`config.mk`:
```
export PLATFORM = sky130hd
export DESIGN_NAME = sync_header_parity_stream
export DESIGN_NICKNAME = d
export VERILOG_FILES = /design/src/hw/sh_parity_pkg.sv /design/src/hw/sync_header_parity_stream.sv
export SDC_FILE = /design/constraint.sdc
export NUM_CORES = 1
export LEC_CHECK = 0
export BUFFER_PORTS_ARGS = -buffer_cell sky130_fd_sc_hd__buf_2
export CAP_MARGIN = 10
export CORE_ASPECT_RATIO = 0.5
export CORE_MARGIN = 2
export CORE_UTILIZATION = 65
export CTS_CLUSTER_DIAMETER = 200
export DETAILED_ROUTE_END_ITERATION = 12
export HOLD_SLACK_MARGIN = 0.08
export PLACE_DENSITY = 0.93
export SYNTH_ARGS = -nofsm -noshare
export SYNTH_HDL_FRONTEND = slang
export SYNTH_SLANG_ARGS = --single-unit
```
`constraint.sdc`:
```
create_clock -name core_clk_i -period 14.25 [get_ports core_clk_i]
set_input_delay 0.7125 -clock core_clk_i [delete_from_list [all_inputs] [get_ports core_clk_i]]
set_output_delay 0.7125 -clock core_clk_i [all_outputs]
set_load 0.01 [all_outputs]
```
`src/hw/sh_parity_pkg.sv`:
```
`default_nettype none
package sh_parity_pkg;
  localparam int unsigned BLK_W = 64;
  localparam int unsigned IDX_W = 5;
  localparam logic [4:0] LAST_BLK = 5'h1F;
  localparam logic [4:0] FIRST_BLK = 5'h00;
  localparam int unsigned CRC_W = 12;
  localparam int unsigned FEC_W = 26;
  // generator polynomials without the leading term
  localparam logic [11:0] CRC_POLY = 12'h30F;
  localparam logic [25:0] FEC_POLY = 26'h0220211;
  // stream positions
  localparam int unsigned EOEMB_POS = 22;
  localparam int unsigned PILOT_POS = 27;
  localparam int unsigned STREAM_W = 32;
  // fixed ones of the crc layout, pilot one included
  localparam logic [31:0] CRC_ONES = 32'h80A88888;
  // crc bit positions in the stream, parity bit 11 first
  localparam logic [31:0] CRC_SLOTS = 32'h00007777;
  // single multiblock per extended multiblock
  localparam logic EOEMB_VAL = 1'b1;
  // sync header codes: first bit sent is bit 1
  localparam logic [1:0] SH_ONE = 2'h1;
  localparam logic [1:0] SH_ZERO = 2'h2;
  // first-bit detection latency in blocks
  localparam int unsigned CRC_LAT_BLOCKS = 46;
  localparam int unsigned FEC_LAT_BLOCKS = 58;
endpackage : sh_parity_pkg
`default_nettype wire

```
`src/hw/sync_header_parity_stream.sv`:
```
`default_nettype none
module sync_header_parity_stream
  import sh_parity_pkg::*;
(
  input wire logic core_clk_i,
  input wire logic rst_n_i,
  input wire logic link_en_i,
  input wire logic fec_mode_i,
  input wire logic blk_valid_i,
  input wire logic [63:0] blk_data_i,
  output logic blk_valid_o,
  output logic [63:0] blk_data_o,
  output logic [1:0] sync_hdr_o,
  output logic [4:0] blk_idx_o,
  output logic fec_active_o,
  output logic mb_end_o
);

  // one crc-12 step per block, data bit 63 enters first
  function automatic logic [11:0] crc_block(input logic [11:0] s, input logic [63:0] d);
    logic [11:0] r;
    logic fb;
    r = s;
    for (int i = BLK_W - 1; i >= 0; i--) begin
      fb = d[i] ^ r[CRC_W-1];
      r = {r[CRC_W-2:0], 1'b0} ^ (fb ? CRC_POLY : 12'h000);
    end
    return r;
  endfunction : crc_block

  // one fire-code step per block, same bit order
  function automatic logic [25:0] fec_block(input logic [25:0] s, input logic [63:0] d);
    logic [25:0] r;
    logic fb;
    r = s;
    for (int i = BLK_W - 1; i >= 0; i--) begin
      fb = d[i] ^ r[FEC_W-1];
      r = {r[FEC_W-2:0], 1'b0} ^ (fb ? FEC_POLY : 26'h0000000);
    end
    return r;
  endfunction : fec_block

  // lay the held parity out as a 32-bit stream word
  function automatic logic [31:0] build_stream(input logic [25:0] p, input logic fec);
    logic [31:0] w;
    int k;
    w = 32'h00000000;
    k = CRC_W - 1;
    if (fec) begin
      for (int i = 0; i < EOEMB_POS; i++) begin
        w[i] = p[FEC_W-1-i];
      end
      for (int i = EOEMB_POS + 1; i < PILOT_POS; i++) begin
        w[i] = p[PILOT_POS-1-i];
      end
      w[STREAM_W-1] = 1'b1;
    end else begin
      for (int i = 0; i < EOEMB_POS; i++) begin
        if (CRC_SLOTS[i]) begin
          w[i] = p[k];
          k = k - 1;
        end
      end
      w = w | CRC_ONES;
    end
    w[EOEMB_POS] = EOEMB_VAL;
    return w;
  endfunction : build_stream

  // stream bit to two-bit header code, shared by the header path and the checks
  function automatic logic [1:0] sh_enc(input logic b);
    return b ? SH_ONE : SH_ZERO;
  endfunction : sh_enc

  logic [4:0] idx_q, idx_d;
  logic fec_q;
  logic [25:0] state_q, state_d;
  logic [25:0] hold_q, hold_d;
  logic [1:0] sh_q;
  logic [63:0] data_q;
  logic valid_q, mb_end_q;
  logic [4:0] oidx_q;
  logic ofec_q;

  // mode only changes at a multiblock edge, so one parity never mixes codes
  wire logic take = blk_valid_i & link_en_i;
  wire logic first_blk = (idx_q == FIRST_BLK);
  wire logic last_blk = (idx_q == LAST_BLK);
  wire logic eff_fec = first_blk ? fec_mode_i : fec_q;
  // state seeds from zero on the first block of every multiblock
  wire logic [25:0] seed = first_blk ? 26'h0000000 : state_q;
  wire logic [11:0] crc_next = crc_block(seed[11:0], blk_data_i);
  wire logic [25:0] fec_next = fec_block(seed, blk_data_i);
  wire logic [25:0] par_next = eff_fec ? fec_next : {14'h0000, crc_next};
  wire logic [31:0] stream = build_stream(hold_q, eff_fec);
  wire logic sh_bit = stream[idx_q];
  wire logic [1:0] sh_code = sh_enc(sh_bit);

  // counter and parity state advance only on accepted blocks
  always_comb begin
    idx_d = idx_q;
    state_d = state_q;
    hold_d = hold_q;
    if (take) begin
      idx_d = 5'(idx_q + 5'h01);
      state_d = par_next;
      if (last_blk) begin
        hold_d = par_next;
      end
    end
  end

  // disabled link restarts at block 0 with empty parity
  always_ff @(posedge core_clk_i) begin
    if (!rst_n_i || !link_en_i) begin
      idx_q <= FIRST_BLK;
      fec_q <= 1'b0;
      state_q <= 26'h0000000;
      hold_q <= 26'h0000000;
    end else begin
      idx_q <= idx_d;
      fec_q <= take ? eff_fec : fec_q;
      state_q <= state_d;
      hold_q <= hold_d;
    end
  end

  // output stage: header, block and position leave together
  always_ff @(posedge core_clk_i) begin
    if (!rst_n_i) begin
      valid_q <= 1'b0;
      data_q <= 64'h0000000000000000;
      sh_q <= SH_ZERO;
      oidx_q <= FIRST_BLK;
      ofec_q <= 1'b0;
      mb_end_q <= 1'b0;
    end else begin
      valid_q <= take;
      data_q <= take ? blk_data_i : data_q;
      sh_q <= take ? sh_code : sh_q;
      oidx_q <= take ? idx_q : oidx_q;
      ofec_q <= take ? eff_fec : ofec_q;
      mb_end_q <= take & last_blk;
    end
  end

  assign blk_valid_o = valid_q;
  assign blk_data_o = data_q;
  assign sync_hdr_o = sh_q;
  assign blk_idx_o = oidx_q;
  assign fec_active_o = ofec_q;
  assign mb_end_o = mb_end_q;
endmodule : sync_header_parity_stream
`default_nettype wire

```
==> results.tsv, run 1 <==
stage	metric	value	unit
status	status	finished, final reports clean	
logic_synthesis	asr flop ratio synth	0	
global_route	final global-route overflow total	0	
global_route	GRT Total Usage	0.369	
routing	DR WL/cell	22.0	um
global_route	initial antenna violation count	0	
global_route	first-pass GRT wire length	53.0	mm
clock_network	CTS Hold Bufs	0	
final_layout	Area Growth Syn to Fin	11.6	%
logic_synthesis	sequential share of the synthesized area	0.223	
clock_network	later-pin clock latency in the skew report	440	ps
routing	antenna-violating nets left	0	
sta	clock skew	11.9	ps
worst_hold_path	Worst Hold Class	reg2reg	
critical_path	Worst EP arrival	8500	ps
critical_path	Setup CP Type	reg2reg	
logic_synthesis	Yosys top cell area share	0.225	
sta	Final setup viols	0	
critical_path	Worst EP required	14590	ps
sta	RSZ-0062 raised after global routing	false	
logic_synthesis	syn_nets	1301	
final_layout	Seq. cell area	0.00264	mm^2
logic_synthesis	post-synth top area cell	xnor2_1	
logic_synthesis	Post-Synthesis Cell Area	0.0118	mm^2
sta	Tmin final	8160	ps
sta	worst slew pin tran	1030	ps
floorplanning	die height	99.4	um
logic_synthesis	most frequent cell after synthesis	xnor2_1	
clock_network	cts repair resizes	0	
clock_network	CTS tree	done	
routing	vias	9052	
routing	final wirelength	34.7	mm
logic_synthesis	mean area per synthesized cell	9.62	um^2
routing	DRC Markers	0	
logic_synthesis	Yosys warning count	0	
critical_path	Max FO, Critical Path	22	
floorplanning	Starting Density	0.671	
clock_network	clock slew at reported path FFs	70	ps
routing	first-pass iteration count of the detailed router	5	
placed_design	Buffers on Ports	142	
final_layout	ANT cells	0	
placed_design	gpl congestion	0.994	
floorplanning	Core Footprint	0.0176	mm^2
placed_design	HPWL after DPL	26.6	mm
logic_synthesis	EDFF count, synth	0	
final_layout	area of the multi-input gates	0.00890	mm^2
sta	pins over their slew limit	0	
routing	vias per cell	5.75	
clock_network	Num CTS Buffers	17	
global_route	largest net degree at the start of global routing	81	
routing	drt initial violations	1077	
clock_network	sink count of the clock tree	132	
critical_path	Startpoint Class	flop	
logic_synthesis	cells after synthesis	1229	
logic_synthesis	synth unique cells	50	
floorplanning	Die Width	195	um
logic_synthesis	Post-synth top cells	304 x xnor2_1, 216 x nand2_1, 132 x dfxtp_1	
final_layout	Fill cells	1277	
floorplanning	Die ar.	0.0194	mm^2
logic_synthesis	flops & latches, synth	132	
floorplanning	Row Count	34	
sta	Max Freq	0.122	GHz
final_layout	nets@finish	1398	
sta	Max transition margin	0.314	
global_route	number of global-route vias before repair	8893	
floorplanning	Top Ports	143	
clock_network	Clock Path Buffers	2	
critical_path	crit end category	flop	
clock_network	CTS Root Cell	clkbuf_16	
sta	Hold Vio Cnt, Final	0	
logic_synthesis	Synth Flop Type	dfxtp_1	
logic_synthesis	Area contributors post-synth	xnor2_1 23%, dfxtp_1 22%, xnor3_1 14%	
sta	period utilization	0.573	
clock_network	post-CTS setup buffers	0	
sta	Final TNS setup	0	ps
run	Max-cap violations	0	
final_layout	share of layout cells above drive strength 1	0.175	
clock_network	htree depth	4	
## final timing paths
check	start	endpoint	slack, ps	cells after the start
setup / recovery	idx_q[0]	state_q[4]	6090	20
hold / removal	sync_hdr_o[1]	sync_hdr_o[1]	450	2
setup reg to reg	idx_q[0]	state_q[4]	6090	20
hold reg to reg	sync_hdr_o[1]	sync_hdr_o[1]	450	2
## flip-flops by register name, indices dropped and copies added (netlist names)
signal / flops
fec_q: 1
mb_end_o: 1
state_q: 26
sync_hdr_o: 2
blk_valid_o: 1
blk_data_o: 64
hold_q: 26
blk_idx_o: 5
fec_active_o: 1
idx_q: 5
## worst max-delay path, cell delays in order, from the launching register on
cell and delay [ps]:
dfxtp_1 750, inv_1 270, ha_1 290, or4b_4 420
nand2_1 230, xor2_2 210, xnor2_1 520, xor2_1 660
xor3_1 500, xnor2_1 360, xnor3_1 510, xnor2_2 270
xnor3_1 370, xnor2_1 350, xnor3_1 550, xor2_2 290
xnor3_2 420, xnor3_2 450, xnor2_1 290, nand2_1 110
a31oi_1 230
## layout by cell type, fill, tap and decap left out, types with 5 or more instances in the layout
cell type  count
and2_1         6
a21boi_0      69
xnor3_2        9
o21ai_0       14
xor2_4         5
inv_6          5
xnor2_1      304
xnor2_2       12
xor2_2         9
mux2i_1       28
nand2_2        5
nor2_1        67
buf_2        142
xor3_1        10
clkbuf_16     17
buf_4          6
nand2_1      215
xnor3_1       75
dfxtp_1      132
a21oi_1       38
xor2_1       109
## cells by family (layout without fill, tap and decap cells)
logic type               Yosys count  after routing  synth area share
AND/OR/NAND/NOR                  310            310             0.106
AO/OA/AOI/OAI                    142            142            0.0801
XOR/XNOR                         535            535             0.532
buffers and inverters             74            184            0.0244
flip-flops                       132            132             0.223
adder cells (fa/ha/maj)            3              3           0.00317
multiplexers                      33             33            0.0313
## layer usage
layer	share of wire	global-route usage
met5	0	0
met1	0.45	0.550
met2	0.41	0.530
met4	0.017	0.0834
met3	0.12	0.103
## stage by stage
step	worst slack, ps	hold slack (ps)	cells	area [um^2]	utilization
after floorplan	7160	433	1229	11800	-
after global placement	6640	429	1541	12600	0.716
after detailed placement	6300	443	1541	12600	0.716
after CTS	6200	454	1573	13200	0.749
after global routing	5700	479	1573	13200	0.749
final	6090	453	1573	13200	0.749
## area by class of cell
type,instances,area share
Timing Repair Buffer,148,0.0573
Clock buffer,17,0.0322
Multi-Input combinational cell,1023,0.675
Tap cell,234,0.0222
Sequential cell,132,0.200
Inverter,4,0.00114
Clock inverter,15,0.0123
Power of run 1 is not shown: default switching activity piles up to over one toggle a cycle in this logic, so the estimate is an artifact.
==> inputs of run 2 (changes only) <==
--- a/config.mk
+++ b/config.mk
@@ -9,11 +9,11 @@
 export CAP_MARGIN = 10
 export CORE_ASPECT_RATIO = 0.5
 export CORE_MARGIN = 2
-export CORE_UTILIZATION = 65
+export CORE_UTILIZATION = 60
 export CTS_CLUSTER_DIAMETER = 200
 export DETAILED_ROUTE_END_ITERATION = 12
 export HOLD_SLACK_MARGIN = 0.08
-export PLACE_DENSITY = 0.93
+export PLACE_DENSITY = 0.87
 export SYNTH_ARGS = -nofsm -noshare
 export SYNTH_HDL_FRONTEND = slang
 export SYNTH_SLANG_ARGS = --single-unit
==> constraint.sdc (replaced) <==
create_clock -name core_clk_i -period 8.37 [get_ports core_clk_i]
set_input_delay 0.4185 -clock core_clk_i [delete_from_list [all_inputs] [get_ports core_clk_i]]
set_output_delay 0.4185 -clock core_clk_i [all_outputs]
set_load 0.01 [all_outputs]
==> run 2 against run 1 <==
Worst setup slack got worse by 5400 ps. Maximum frequency rose by 5.6%. Critical path depth did not move. Register-to-register slack got worse by 5400 ps. Global-route usage fell by 3.6 points. Non-clock buffer count rose by 3. Die area rose by 8.1%. Clock skew fell by 3.0 ps. Hold slack got worse by 180 ps. First-iteration DRC count fell by 26%.
==> results.tsv, run 2 (synthesis gave the netlist of run 1 again) <==
stage	metric	value	unit	change
global_route	number of global-route vias before repair	8329		-6.3%
placed_design	HPWL after DPL	26.6	mm	+0.30%
sta	Final setup viols	0		unchanged
sta	Final TNS setup	0	ps	unchanged
clock_network	CTS Hold Bufs	0		unchanged
sta	RSZ-0062 raised after global routing	false		
final_layout	cell area after layout	0.0132	mm^2	+0.27%
clock_network	CTS Root Cell	clkbuf_16		
placed_design	gpl congestion	0.972		-2.2%
sta	worst slew pin tran	977	ps	-52.5 ps
clock_network	sink count of the clock tree	132		unchanged
clock_network	later-pin clock latency in the skew report	440	ps	about the same
sta	Hold Vio Cnt, Final	0		unchanged
clock_network	CTS tree	done		
critical_path	Setup CP Type	reg2reg		
floorplanning	die height	103	um	+3.9%
global_route	final global-route overflow total	0		unchanged
floorplanning	Row Count	36		+5.9%
routing	DRC Markers	0		unchanged
sta	clock skew	8.92	ps	-2.97 ps
global_route	largest net degree at the start of global routing	81		unchanged
global_route	first-pass GRT wire length	51.1	mm	-3.6%
critical_path	Reg-to-Reg Start	idx_q[1]		
routing	drt initial violations	799		-26%
final_layout	Final Non-Filler Cells	1608		+2.2%
routing	top routing layer used	met4		
sta	Tmin final	7730	ps	-433 ps
clock_network	clock slew at reported path FFs	70	ps	about the same
critical_path	Max FO, Critical Path	22		unchanged
worst_hold_path	Worst Hold Class	in2reg		
sta	Max transition margin	0.349		+0.0350
final_layout	commonest non-fill, non-tap cell in the layout	xnor2_1		
routing	final wirelength	34.3	mm	-1.0%
critical_path	Startpoint Class	flop		
routing	WL met3	3.76	mm	-7.8%
sta	Fin Hold WS	271	ps	-181 ps
final_layout	share of layout cells above drive strength 1	0.177		+0.00184
critical_path	Worst EP required	8690	ps	-5900 ps
status	status	finished, final reports clean		
final_layout	Area Growth Syn to Fin	11.9	%	
critical_path	Worst EP arrival	8050	ps	-450 ps
clock_network	htree depth	4		unchanged
critical_path	RR Endpoint	state_q[7]		
worst_hold_path	worst hold path startpoint	blk_data_i[48]		
routing	antenna-violating nets left	0		unchanged
critical_path	path depth of the worst reg2reg path	20		unchanged
sta	period utilization	0.924		+0.351
routing	vias per cell	5.55		-3.6%
clock_network	Clock Path Buffers	2		unchanged
final_layout	max reg flops	64		unchanged
clock_network	post-CTS setup buffers	0		unchanged
floorplanning	Starting Density	0.611		-0.0609
run	Max-cap violations	0		unchanged
floorplanning	Top Ports	143		unchanged
sta	pins over their slew limit	0		unchanged
placed_design	Placement Cell Area	0.0127	mm^2	+0.50%
critical_path	crit end category	flop		
worst_hold_path	hold endpoint	blk_data_o[48]		
floorplanning	Die Width	203	um	+4.0%
final_layout	most frequent cells in the layout	304 x xnor2_1, 215 x nand2_1, 142 x buf_2		
final_layout	nets@finish	1401		+0.21%
routing	M1 WL	15.9	mm	+1.3%
final_layout	ANT cells	0		unchanged
floorplanning	Die ar.	0.0209	mm^2	+8.1%
floorplanning	Core Footprint	0.0194	mm^2	+10%
routing	DR WL/cell	21.3	um	-3.2%
worst_hold_path	hold path cells	3		+1
global_route	initial antenna violation count	0		unchanged
routing	vias	8920		-1.5%
routing	wire length on met2	14.2	mm	-0.31%
routing	first-pass iteration count of the detailed router	5		unchanged
clock_network	Num CTS Buffers	17		unchanged
global_route	GRT Total Usage	0.333		-0.0356
clock_network	cts repair resizes	0		unchanged
placed_design	Buffers on Ports	142		unchanged
sta	Max Freq	0.129	GHz	+5.6%
placed_design	Cells after DPL	1576		+2.3%
critical_path	R2R setup slack	640	ps	-5450 ps
run 2: cell count changes in the layout (fill, tap and decap cells not counted):
| cell | previous run | this run |
|---|---|---|
| clkinvlp_4 | 3 | 2 |
| buf_4 | 6 | 9 |
| inv_6 | 5 | 6 |
| clkinv_8 | 1 | 0 |
| clkinv_4 | 0 | 2 |
| bufinv_16 | 1 | 0 |
run 2: through the flow:
step                      setup slack [ps]  utilization
after floorplan                       1280            -
after global placement                 985        0.654
after detailed placement               767        0.654
after CTS                              705        0.683
after global routing                   323        0.683
final                                  639        0.683
run 2: final cells by class:
cell class	instances	area, um^2
repair buffers	151	778
multi-input cells	1023	8900
flip-flops and latches	132	2640
fillers	1522	6130
clock inverters	15	135
well taps	266	333
clock buffers	17	425
inverters	4	15.0
run 2: worst max-delay path by stage:
stage | endpoint | depth (start not counted) | slack (ps) | from
3_3_place_gp | hold_q[2] | 20 | 980 | idx_q[1]
4_1_cts | hold_q[2] | 20 | 700 | idx_q[1]
3_5_place_dp | hold_q[2] | 20 | 770 | idx_q[1]
2_1_floorplan | hold_q[2] | 23 | 1280 | idx_q[1]
5_1_grt | hold_q[2] | 20 | 320 | idx_q[1]
6_report | state_q[7] | 20 | 640 | idx_q[1]
run 2: layer usage:
layer,global-route usage,vias up
met5,0,-
met3,0.100,38
met2,0.480,423
met4,0.0724,0
met1,0.491,4284
li1,-,4175
run 2: critical path, cell delays in order (launching register included):
cell and delay, ps:
dfxtp_1 690, inv_1 180, ha_1 230, or4b_4 420, nand2_1 220, xor2_2 220
xnor2_1 600, xor3_1 650, xnor2_1 370, xnor3_1 430, xnor2_1 320, xnor3_1 340
xnor3_2 570, xnor2_4 220, xor2_2 260, xnor3_1 520, xnor2_1 310, xnor3_1 470
mux2_2 290, mux2i_1 180, nor2_1 70
Power of run 2 is left out for the same reason.
